**config.mk**
```make
export PLATFORM = sky130hd
export DESIGN_NAME = sadc_frame_ctrl
export DESIGN_NICKNAME = d
export VERILOG_FILES = /design/src/sadc_pkg.sv /design/src/sadc_fifo.sv /design/src/sadc_frame_ctrl.sv
export SDC_FILE = /design/constraint.sdc
export NUM_CORES = 1
export LEC_CHECK = 0
export BUFFER_PORTS_ARGS = -buffer_cell sky130_fd_sc_hd__buf_2
export CAP_MARGIN = 20
export CORE_MARGIN = 10
export CORE_UTILIZATION = 60
export DETAILED_ROUTE_END_ITERATION = 6
export GPL_TIMING_DRIVEN = 0
export PLACE_DENSITY = 0.77
export SLEW_MARGIN = 10
export SYNTH_ARGS = -nofsm -noshare
export SYNTH_HDL_FRONTEND = slang
export SYNTH_HIERARCHICAL = 1
export SYNTH_SLANG_ARGS = --single-unit
```
**constraint.sdc**
```tcl
create_clock -name clk -period 4.1 [get_ports clk]
set_clock_uncertainty 0.2 [all_clocks]
set_input_delay 0.82 -clock clk [delete_from_list [all_inputs] [get_ports clk]]
set_output_delay 0.82 -clock clk [all_outputs]
set_load 0.05 [all_outputs]
```
**src/sadc_pkg.sv**
```systemverilog
// sadc_pkg: shared constants for the serial converter frame controller
package sadc_pkg;

  // ****************************************************************
  // widths
  // ****************************************************************
  localparam int RESULT_W = 10;
  localparam int FRAME_W = 16;
  localparam int CNT_W = 5;
  localparam int FIFO_DEPTH = 16;

  // ****************************************************************
  // frame edge counts
  // ****************************************************************
  localparam logic [CNT_W-1:0] FRAME_FALLS = 5'h10;
  localparam logic [CNT_W-1:0] TRACK_RISE = 5'h0d;
  localparam logic [CNT_W-1:0] MODE_FALL = 5'h0a;
  localparam logic [CNT_W-1:0] NOISE_FALL = 5'h02;
  localparam logic [CNT_W-1:0] CNT_MAX = 5'h1f;
  localparam int LEAD_ZEROS = 3;
  localparam int TRAIL_ZEROS = 2;
  // pad bit after the trailing zeros, driven after fall fifteen and read by the host on rise sixteen
  localparam int PAD_BITS = 1;

  // ****************************************************************
  // reset values
  // ****************************************************************
  localparam logic RST_PIN_LEVEL = 1'b1;
  localparam logic RST_OE_N = 1'b1;
  localparam logic RST_SHUTDOWN = 1'b0;
  localparam logic RST_POWERED = 1'b0;
  localparam logic [CNT_W-1:0] RST_CNT = 5'h00;
  localparam logic [RESULT_W-1:0] RST_SAMPLE = 10'h000;

  typedef enum logic [1:0] {
    st_idle,
    st_convert,
    st_wait_high
  } sadc_state_e;

  // saturating edge counter step
  function automatic logic [CNT_W-1:0] sadc_inc(input logic [CNT_W-1:0] c);
    sadc_inc = (c == CNT_MAX) ? c : c + 5'h01;
  endfunction

endpackage

```
**src/sadc_fifo.sv**
```systemverilog
// sadc_fifo: synchronous valid/ready fifo for converter samples
`timescale 1ns/1ps
`default_nettype none
module sadc_fifo #(
  parameter int WIDTH = 10,
  parameter int DEPTH = 16
) (
  // clock and reset
  input wire logic clk,
  input wire logic reset_n,
  // fill side
  input wire logic in_valid,
  input wire logic [WIDTH-1:0] in_data,
  output logic in_ready,
  // drain side
  output logic out_valid,
  output logic [WIDTH-1:0] out_data,
  input wire logic out_ready
);
  localparam int AW = $clog2(DEPTH);

  logic [WIDTH-1:0] mem [DEPTH];
  logic [AW-1:0] wr_ptr_ff;
  logic [AW-1:0] rd_ptr_ff;
  logic [AW:0] count_ff;
  logic in_ready_ff;

  wire do_push = in_valid & in_ready_ff;
  wire do_pop = out_ready & (count_ff != '0);
  wire [AW:0] nxt_count = count_ff + {{AW{1'b0}}, do_push} - {{AW{1'b0}}, do_pop};
  // ready is registered so the top's output stays a flop
  wire nxt_in_ready = (nxt_count != (AW+1)'(DEPTH));

  assign in_ready = in_ready_ff;
  assign out_valid = (count_ff != '0);
  assign out_data = mem[rd_ptr_ff];

  always_ff @(posedge clk) begin
    if (do_push) begin
      mem[wr_ptr_ff] <= in_data;
    end
  end

  always_ff @(posedge clk or negedge reset_n) begin
    if (!reset_n) begin
      wr_ptr_ff <= '0;
      rd_ptr_ff <= '0;
      count_ff <= '0;
      in_ready_ff <= 1'b1;
    end else begin
      wr_ptr_ff <= do_push ? AW'(wr_ptr_ff + 1'b1) : wr_ptr_ff;
      rd_ptr_ff <= do_pop ? AW'(rd_ptr_ff + 1'b1) : rd_ptr_ff;
      count_ff <= nxt_count;
      in_ready_ff <= nxt_in_ready;
    end
  end

endmodule
`default_nettype wire

```
**src/sadc_frame_ctrl.sv**
```systemverilog
// sadc_frame_ctrl: frame sequencing, serial result and power mode of the converter
//
// Contract
// - frame select fall: sample, hold, drive output
// - back to track on rising edge thirteen
// - float output after fall sixteen or select rise
// - sixteen cycles: three zeros, ten bits, zeros
// - change on falling edge, host samples rising
// - select fall enters normal mode, starts conversion
// - rise between fall two and fall ten means shutdown
// - shutdown holds until next select fall
// - rise between ten and sixteen aborts, stays normal
// - rise before fall two keeps mode unchanged
// - first result after shutdown or power-on invalid
`timescale 1ns/1ps
`default_nettype none
module sadc_frame_ctrl #(
  parameter int FIFO_WIDTH = sadc_pkg::RESULT_W,
  parameter int FIFO_DEPTH = sadc_pkg::FIFO_DEPTH
) (
  // clock and reset
  input wire logic clk,
  input wire logic reset_n,
  // host pins
  input wire logic frame_sel_n,
  input wire logic sclk,
  output logic serial_result_out,
  output logic serial_result_oe_n,
  // converter sample stream
  input wire logic sample_valid,
  input wire logic [sadc_pkg::RESULT_W-1:0] sample_data,
  output logic sample_ready,
  // status
  output logic hold_active,
  output logic normal_mode,
  output logic result_invalid,
  output logic frame_done,
  output logic frame_abort,
  output logic sample_missed
);
  import sadc_pkg::*;

  // ****************************************************************
  // pin synchronisers
  // ****************************************************************
  logic cs_s1_ff, cs_s2_ff, cs_s3_ff, cs_lvl_ff;
  logic ck_s1_ff, ck_s2_ff, ck_s3_ff, ck_lvl_ff;

  always_ff @(posedge clk or negedge reset_n) begin
    if (!reset_n) begin
      cs_s1_ff <= RST_PIN_LEVEL;
      cs_s2_ff <= RST_PIN_LEVEL;
      cs_s3_ff <= RST_PIN_LEVEL;
      ck_s1_ff <= RST_PIN_LEVEL;
      ck_s2_ff <= RST_PIN_LEVEL;
      ck_s3_ff <= RST_PIN_LEVEL;
    end else begin
      cs_s1_ff <= frame_sel_n;
      cs_s2_ff <= cs_s1_ff;
      cs_s3_ff <= cs_s2_ff;
      ck_s1_ff <= sclk;
      ck_s2_ff <= ck_s1_ff;
      ck_s3_ff <= ck_s2_ff;
    end
  end

  // a level only counts once two stages agree, filtering glitches
  wire cs_new = (cs_s2_ff == cs_s3_ff) ? cs_s3_ff : cs_lvl_ff;
  wire ck_new = (ck_s2_ff == ck_s3_ff) ? ck_s3_ff : ck_lvl_ff;
  wire cs_fall = cs_lvl_ff & ~cs_new;
  wire cs_rise = ~cs_lvl_ff & cs_new;
  wire ck_rise = ~ck_lvl_ff & ck_new;
  wire ck_fall = ck_lvl_ff & ~ck_new;

  // ****************************************************************
  // frame state and edge counters
  // ****************************************************************
  sadc_state_e state_ff, nxt_state;
  logic [CNT_W-1:0] rise_cnt_ff, fall_cnt_ff;
  logic [CNT_W-1:0] nxt_rise_cnt, nxt_fall_cnt;

  // sclk edges only count in st_convert, from the select fall until fall sixteen or a select rise
  wire in_frame = (state_ff == st_convert);
  wire cnt_rise = in_frame & ~cs_rise & ck_rise;
  wire cnt_fall = in_frame & ~cs_rise & ck_fall;
  wire last_fall = cnt_fall & (sadc_inc(fall_cnt_ff) == FRAME_FALLS);

  always_comb begin
    nxt_state = state_ff;
    case (state_ff)
      st_idle: begin
        if (cs_fall) begin
          nxt_state = st_convert;
        end
      end
      st_convert: begin
        if (cs_rise) begin
          nxt_state = st_idle;
        end else if (last_fall) begin
          nxt_state = st_wait_high;
        end
      end
      st_wait_high: begin
        // a new frame needs a fresh fall, so the line must rise first
        if (cs_rise) begin
          nxt_state = st_idle;
        end
      end
      default: begin
        nxt_state = st_idle;
      end
    endcase
  end

  always_comb begin
    nxt_rise_cnt = rise_cnt_ff;
    nxt_fall_cnt = fall_cnt_ff;
    if (cs_fall) begin
      nxt_rise_cnt = RST_CNT;
      nxt_fall_cnt = RST_CNT;
    end else begin
      if (cnt_rise) begin
        nxt_rise_cnt = sadc_inc(rise_cnt_ff);
      end
      if (cnt_fall) begin
        nxt_fall_cnt = sadc_inc(fall_cnt_ff);
      end
    end
  end

  always_ff @(posedge clk or negedge reset_n) begin
    if (!reset_n) begin
      cs_lvl_ff <= RST_PIN_LEVEL;
      ck_lvl_ff <= RST_PIN_LEVEL;
      state_ff <= st_idle;
      rise_cnt_ff <= RST_CNT;
      fall_cnt_ff <= RST_CNT;
    end else begin
      cs_lvl_ff <= cs_new;
      ck_lvl_ff <= ck_new;
      state_ff <= nxt_state;
      rise_cnt_ff <= nxt_rise_cnt;
      fall_cnt_ff <= nxt_fall_cnt;
    end
  end

  // ****************************************************************
  // sample capture
  // ****************************************************************
  logic fifo_valid;
  logic [RESULT_W-1:0] fifo_data;
  logic [RESULT_W-1:0] sample_ff;

  // a sample is taken only at a frame start, so the fifo fills between frames
  wire take = cs_fall & (state_ff == st_idle);
  wire pop = take & fifo_valid;
  // on underrun the previous sample is repeated
  wire [RESULT_W-1:0] held = fifo_valid ? fifo_data : sample_ff;
  wire [FRAME_W-1:0] frame_word = {{LEAD_ZEROS{1'b0}}, held, {TRAIL_ZEROS{1'b0}},
    {PAD_BITS{1'b0}}};

  sadc_fifo #(
    .WIDTH(FIFO_WIDTH),
    .DEPTH(FIFO_DEPTH)
  ) u_fifo (
    .clk(clk),
    .reset_n(reset_n),
    .in_valid(sample_valid),
    .in_data(sample_data),
    .in_ready(sample_ready),
    .out_valid(fifo_valid),
    .out_data(fifo_data),
    .out_ready(pop)
  );

  // ****************************************************************
  // serial result shifter and output enable
  // ****************************************************************
  logic [FRAME_W-1:0] shift_ff;
  logic sdo_ff, oe_n_ff;

  always_ff @(posedge clk or negedge reset_n) begin
    if (!reset_n) begin
      sample_ff <= RST_SAMPLE;
      shift_ff <= '0;
      sdo_ff <= 1'b0;
      oe_n_ff <= RST_OE_N;
    end else begin
      if (take) begin
        sample_ff <= held;
        sdo_ff <= frame_word[FRAME_W-1];
        shift_ff <= {frame_word[FRAME_W-2:0], 1'b0};
        oe_n_ff <= 1'b0;
      end else if (cs_rise | last_fall) begin
        oe_n_ff <= 1'b1;
      end else if (cnt_fall) begin
        // msb first, one bit per falling edge; host samples on the rise
        sdo_ff <= shift_ff[FRAME_W-1];
        shift_ff <= {shift_ff[FRAME_W-2:0], 1'b0};
      end
    end
  end

  // ****************************************************************
  // track/hold and power mode
  // ****************************************************************
  logic hold_ff, shutdown_ff, prev_shutdown_ff, powered_ff, invalid_ff;
  logic done_ff, abort_ff, missed_ff;

  wire early_rise = cs_rise & in_frame & (fall_cnt_ff < NOISE_FALL);
  wire sleep_rise = cs_rise & in_frame & (fall_cnt_ff >= NOISE_FALL) & (fall_cnt_ff < MODE_FALL);
  wire trunc_rise = cs_rise & in_frame & (fall_cnt_ff >= MODE_FALL);

  always_ff @(posedge clk or negedge reset_n) begin
    if (!reset_n) begin
      hold_ff <= 1'b0;
      shutdown_ff <= RST_SHUTDOWN;
      prev_shutdown_ff <= RST_SHUTDOWN;
      powered_ff <= RST_POWERED;
      invalid_ff <= 1'b1;
      done_ff <= 1'b0;
      abort_ff <= 1'b0;
      missed_ff <= 1'b0;
    end else begin
      done_ff <= last_fall;
      abort_ff <= cs_rise & in_frame;
      missed_ff <= take & ~fifo_valid;
      if (take) begin
        hold_ff <= 1'b1;
      end else if ((cnt_rise & (sadc_inc(rise_cnt_ff) == TRACK_RISE)) | (cs_rise & in_frame)) begin
        // an aborted conversion also releases the hold capacitor
        hold_ff <= 1'b0;
      end
      if (take) begin
        prev_shutdown_ff <= shutdown_ff;
        shutdown_ff <= 1'b0;
        // powering up burns this frame as a dummy conversion
        invalid_ff <= shutdown_ff | ~powered_ff;
        powered_ff <= 1'b1;
      end else if (early_rise) begin
        shutdown_ff <= prev_shutdown_ff;
        powered_ff <= ~prev_shutdown_ff;
      end else if (sleep_rise) begin
        shutdown_ff <= 1'b1;
        powered_ff <= 1'b0;
      end else if (trunc_rise) begin
        shutdown_ff <= 1'b0;
      end
    end
  end

  // ****************************************************************
  // outputs
  // ****************************************************************
  assign serial_result_out = sdo_ff;
  assign serial_result_oe_n = oe_n_ff;
  assign hold_active = hold_ff;
  assign normal_mode = ~shutdown_ff;
  assign result_invalid = invalid_ff;
  assign frame_done = done_ff;
  assign frame_abort = abort_ff;
  assign sample_missed = missed_ff;

endmodule
`default_nettype wire

```
==> reports/summary.md <==
For the post-layout instance area, the log shows 10400 µm². The power per cell area is 674 nW/µm². In this run, synthesis inferred 160 flip-flops with an integrated enable. Number of buffers inserted by hold repair at cts: 0. The initial antenna violation count was 0. The tools report the global routing usage on met2 as 29.5%.

In this run, synthesis produced a sequential element count of 226. The async set or reset register ratio after synthesis works out to 29.2%. After clock tree synthesis, the clock-pin slew on the worst setup and hold paths is 60 ps.

After detailed placement, the total cell area comes to 9670 µm². Setup repair after global routing left no endpoint under its margin. The library cell occupying the most area in the post-synthesis netlist was sky130_fd_sc_hd__edfxtp_1. Once the floorplan was initialized, standard cells occupied 61.3% of the core. In the global route stage, overall resource usage came out at 17.6%. For this run, the detailed router's first-pass iteration total came to 4. The critical path is of the register to register type.

The count of endpoints failing setup in the final report was 0. Yosys printed 6 warnings. Total power for the finished layout comes to 7.01 mW. The count of pins on the block boundary is 24, and the count of nets after finishing is 616.

For this design, the slowest cell found on the critical path is sky130_fd_sc_hd__or4b_4. From left edge to right edge, the die measures 145 µm. The cell count after synthesis came out at 536.

The total of cells resized after clock tree synthesis came out at 0. The area fraction of the dominant cell type after synthesis works out to 51.6%. Clock tree synthesis inserted a total of 24 buffers.

The maximum net fanout on the critical path is 10. The layout has 987 filler cells. The clock net in this run drives a total of 226 sinks.

The global-route wire length before repair was 28100 µm. The tree is rooted in a sky130_fd_sc_hd__clkbuf_16. The type of the tightest min-delay check was register to register. The number of failing hold endpoints at the final stage came out at 0. Of the synthesized area, sequential elements account for 69.5%. In the synthesized netlist the dominant register cell turns out to be sky130_fd_sc_hd__edfxtp_1.

The run gives 1 as the number of levels the H-tree was split into. Diode insertion count for antenna repair: 0. Traced cell by cell, the critical path runs through inv_1 > ha_1 > or4b_4 > nand2_1 > buf_6 > inv_1 > and2_4 > buf_6 > ha_1 > inv_1 > ha_1 > fa_1 > a21oi_1 > o21bai_1 > xnor2_1 > nand3b_1. The analysis attributes to cell leakage a power of 3.81 nW.

In this design, the stage delay of the slowest critical-path cell is 510 ps. Of the total synthesized cell area, the portion taken by XOR and XNOR cells is 1.13%. Detailed placement finished with a half-perimeter wire length of 11300 µm. The worst setup path is launched from a register. Relative to the synthesized area, the layout overhead comes to 11.7%. For the worst setup path, the data arrival time is 3830 ps. At the placement stage, the worst setup path has a slack of 623 ps. Worst vdd rail ir drop: 0.493 mV. The flow ran to the end, and the final reports show no timing, DRC or antenna violations. The average routed wire per standard cell came out at 22.5 µm. The fraction of the cycle the final worst path needs is 87.5%, and the global routing usage on met1 is 22.8%. The final weighted congestion in routability-driven placement came out at 0.845. In this run the tightest slew margin relative to its limit is 46.3%. The run gives 5179 as the number of global-route vias before repair. TritonCTS built the clock tree. Number of buffers inserted to repair setup after CTS: 0.

The fraction of final layout cells sized beyond drive strength 1 is 24.3%, and the synthesized net count is 567. A synthesized cell averages 17.4 µm². Of the total synthesized cell area, the portion taken by AND, OR, NAND and NOR gates is 6.86%.

The clock passes through at most 3 buffers. The post-detailed-routing wire length was 17700 µm; the clock insertion delay at the later pin of the skew report was 530 ps. Clock period minus final worst setup slack: 3590 ps. The tools report the total number of vias as 4846.

For this run, the top clock speed supported by timing is 279 MHz. Layer carrying the most global-route usage: met2. The combinational family with the most area after synthesis is multiplexers. The number of pins exceeding their max-slew limit in the final report was 0. Counting distinct cell types in the post-synthesis netlist gives 65. The tools report the area of the core region as 15200 µm². In this run the critical register-to-register path is launched from u_fifo/count_ff[2]. Max-cap violations in this run came to 0.

The remaining number of nets flagged by the antenna check after routing was 0. The logs give 67 for the largest net degree at the start of global routing and 6470 µm² for the area of all sequential standard cells. Global routing finished with a remaining overflow of 0. The worst setup path is captured at a register.

After Yosys synthesis, full adders, half adders and majority gates account for 2.34% of the synthesized area. Yosys attributes the largest share of cell area to sky130_fd_sc_hd__edfxtp_1 52%, sky130_fd_sc_hd__dfrtp_1 15%, sky130_fd_sc_hd__mux4_2 9.7%, sky130_fd_sc_hd__dfstp_2 3.1%, sky130_fd_sc_hd__ha_1 2.0%. The die covers 20900 µm².

The synthesized netlist devotes 5.70% of its cell area to compound gates. Measured along the y axis, the die boundary spans 145 µm. Dividing the detail-routed via count by the number of cells gives 6.15.

Across all setup checks in the final design, the least slack found is 512 ps. The pin slew with the least headroom to its limit came out at 806 ps. The met3 track demand over resource in global routing was 3.08%; the cell area after synthesis was 9320 µm². For the setup TNS after final layout, the log shows 0 ps. The count of input and output buffers works out to 23.

The residual DRC count is 0, and the multiplexer area fraction after synthesis is 12.4%. Tracing the worst setup path back leads to its startpoint at u_fifo/count_ff[2]. The number of placement rows is 45, and the number of DRC markers in iteration 0 is 295. For the share of the core filled with cells in the final layout, the log shows 68.4%. For the worst setup path, the data required time is 4350 ps. The worst hold path begins at cs_s1_ff.

For the area of the multi-input gates, the log shows 2640 µm².
==> path summary, 6_finish.rpt <==
check | to | slack, ps | depth (start not counted)
max in group asynchronous | u_fifo/count_ff[2] | 2970 | 1
hold reg to reg | cs_s2_ff | 150 | 0
min in group asynchronous | sample_ff[2] | 200 | 1
hold / removal | cs_s2_ff | 150 | 0
setup reg to reg | u_fifo/in_ready | 510 | 16
setup / recovery | u_fifo/in_ready | 510 | 16
==> stage by stage <==
stage / hold WS (ps) / cells
2_1_floorplan: 145 / 536
3_3_place_gp: 148 / 747
3_5_place_dp: 147 / 747
4_1_cts: 155 / 788
5_1_grt: 159 / 788
6_report: 154 / 788
==> registers in the layout, summed over array words and instances (netlist names), 2 cells and up <==
name and cells:
fall_cnt_ff 5, rise_cnt_ff 5, sample_ff 10, shift_ff 12
state_ff 2, u_fifo/count_ff 5, u_fifo/mem 160, u_fifo/rd_ptr_ff 4
u_fifo/wr_ptr_ff 4
==> worst max-delay path: cells and delay by family, from the launching register on <==
family                     cells  cell delay (ps)
xor gates and xnor gates       1              250
AOI/OAI and AO/OA              2              290
DFF                            1              390
adders and majority gates      4             1030
and+or+nand+nor                4              890
buffers and inverters          5              460
==> cells by family after synthesis <==
| kind of cell | Yosys count |
|---|---|
| DFF | 226 |
| and+or+nand+nor | 111 |
| AOI/OAI and AO/OA | 70 |
| muxes | 63 |
| buffers and inverters | 37 |
| adders and majority gates | 17 |
| xor gates and xnor gates | 12 |
==> cells in the final DEF, fill, tap and decap left out, drive strengths merged, types with 5 or more instances in the layout <==
master / count
xnor2: 8
mux4: 40
o21ai: 6
dfstp: 11
nand2: 34
clkbuf: 37
ha: 15
and3: 5
inv: 15
o221a: 9
nor3: 5
and2: 15
nor2: 17
mux2: 13
mux2i: 10
edfxtp: 160
buf: 38
a21oi: 18
nand3: 8
dfrtp: 55
a22oi: 20
clkinv: 11
==> power breakdown <==
group / internal (mW) / switching (mW) / total [mW]
Sequential: 2.86 / 0.202 / 3.07
Combinational: 0.871 / 1.10 / 1.97
Clock: 1.13 / 0.842 / 1.97
Total: 4.86 / 2.15 / 7.01
==> layout make-up <==
| cell class | instances | share of cell area, % |
|---|---|---|
| Sequential cell | 226 | 62.2 |
| Multi-Input combinational cell | 273 | 25.4 |
| Clock buffer | 30 | 6.28 |
| Tap cell | 188 | 2.26 |
| Buffer | 22 | 1.40 |
| Timing Repair Buffer | 23 | 1.13 |
| Clock inverter | 11 | 0.770 |
| Inverter | 15 | 0.541 |
==> routing by layer <==
layer / vias to the layer above / share of wire [%]
met5: - / 0
met4: 0 / 3.0
met3: 36 / 5.9
met2: 144 / 50
met1: 2481 / 41
li1: 2185 / -
==> synthesized netlist by cell type (6+ instances only) <==
| cell | number |
|---|---|
| sky130_fd_sc_hd__a21oi_1 | 18 |
| sky130_fd_sc_hd__a22oi_1 | 20 |
| sky130_fd_sc_hd__and2_1 | 14 |
| sky130_fd_sc_hd__buf_6 | 6 |
| sky130_fd_sc_hd__clkbuf_1 | 7 |
| sky130_fd_sc_hd__dfrtp_1 | 55 |
| sky130_fd_sc_hd__dfstp_2 | 11 |
| sky130_fd_sc_hd__edfxtp_1 | 160 |
| sky130_fd_sc_hd__ha_1 | 15 |
| sky130_fd_sc_hd__inv_1 | 15 |
| sky130_fd_sc_hd__mux2_1 | 6 |
| sky130_fd_sc_hd__mux2_2 | 6 |
| sky130_fd_sc_hd__mux2i_1 | 10 |
| sky130_fd_sc_hd__mux4_2 | 40 |
| sky130_fd_sc_hd__nand2_1 | 33 |
| sky130_fd_sc_hd__nand3_1 | 8 |
| sky130_fd_sc_hd__nor2_1 | 16 |
| sky130_fd_sc_hd__o21ai_0 | 6 |
| sky130_fd_sc_hd__o221a_1 | 9 |
| sky130_fd_sc_hd__xnor2_1 | 8 |
(Power assumes the default switching activity.)
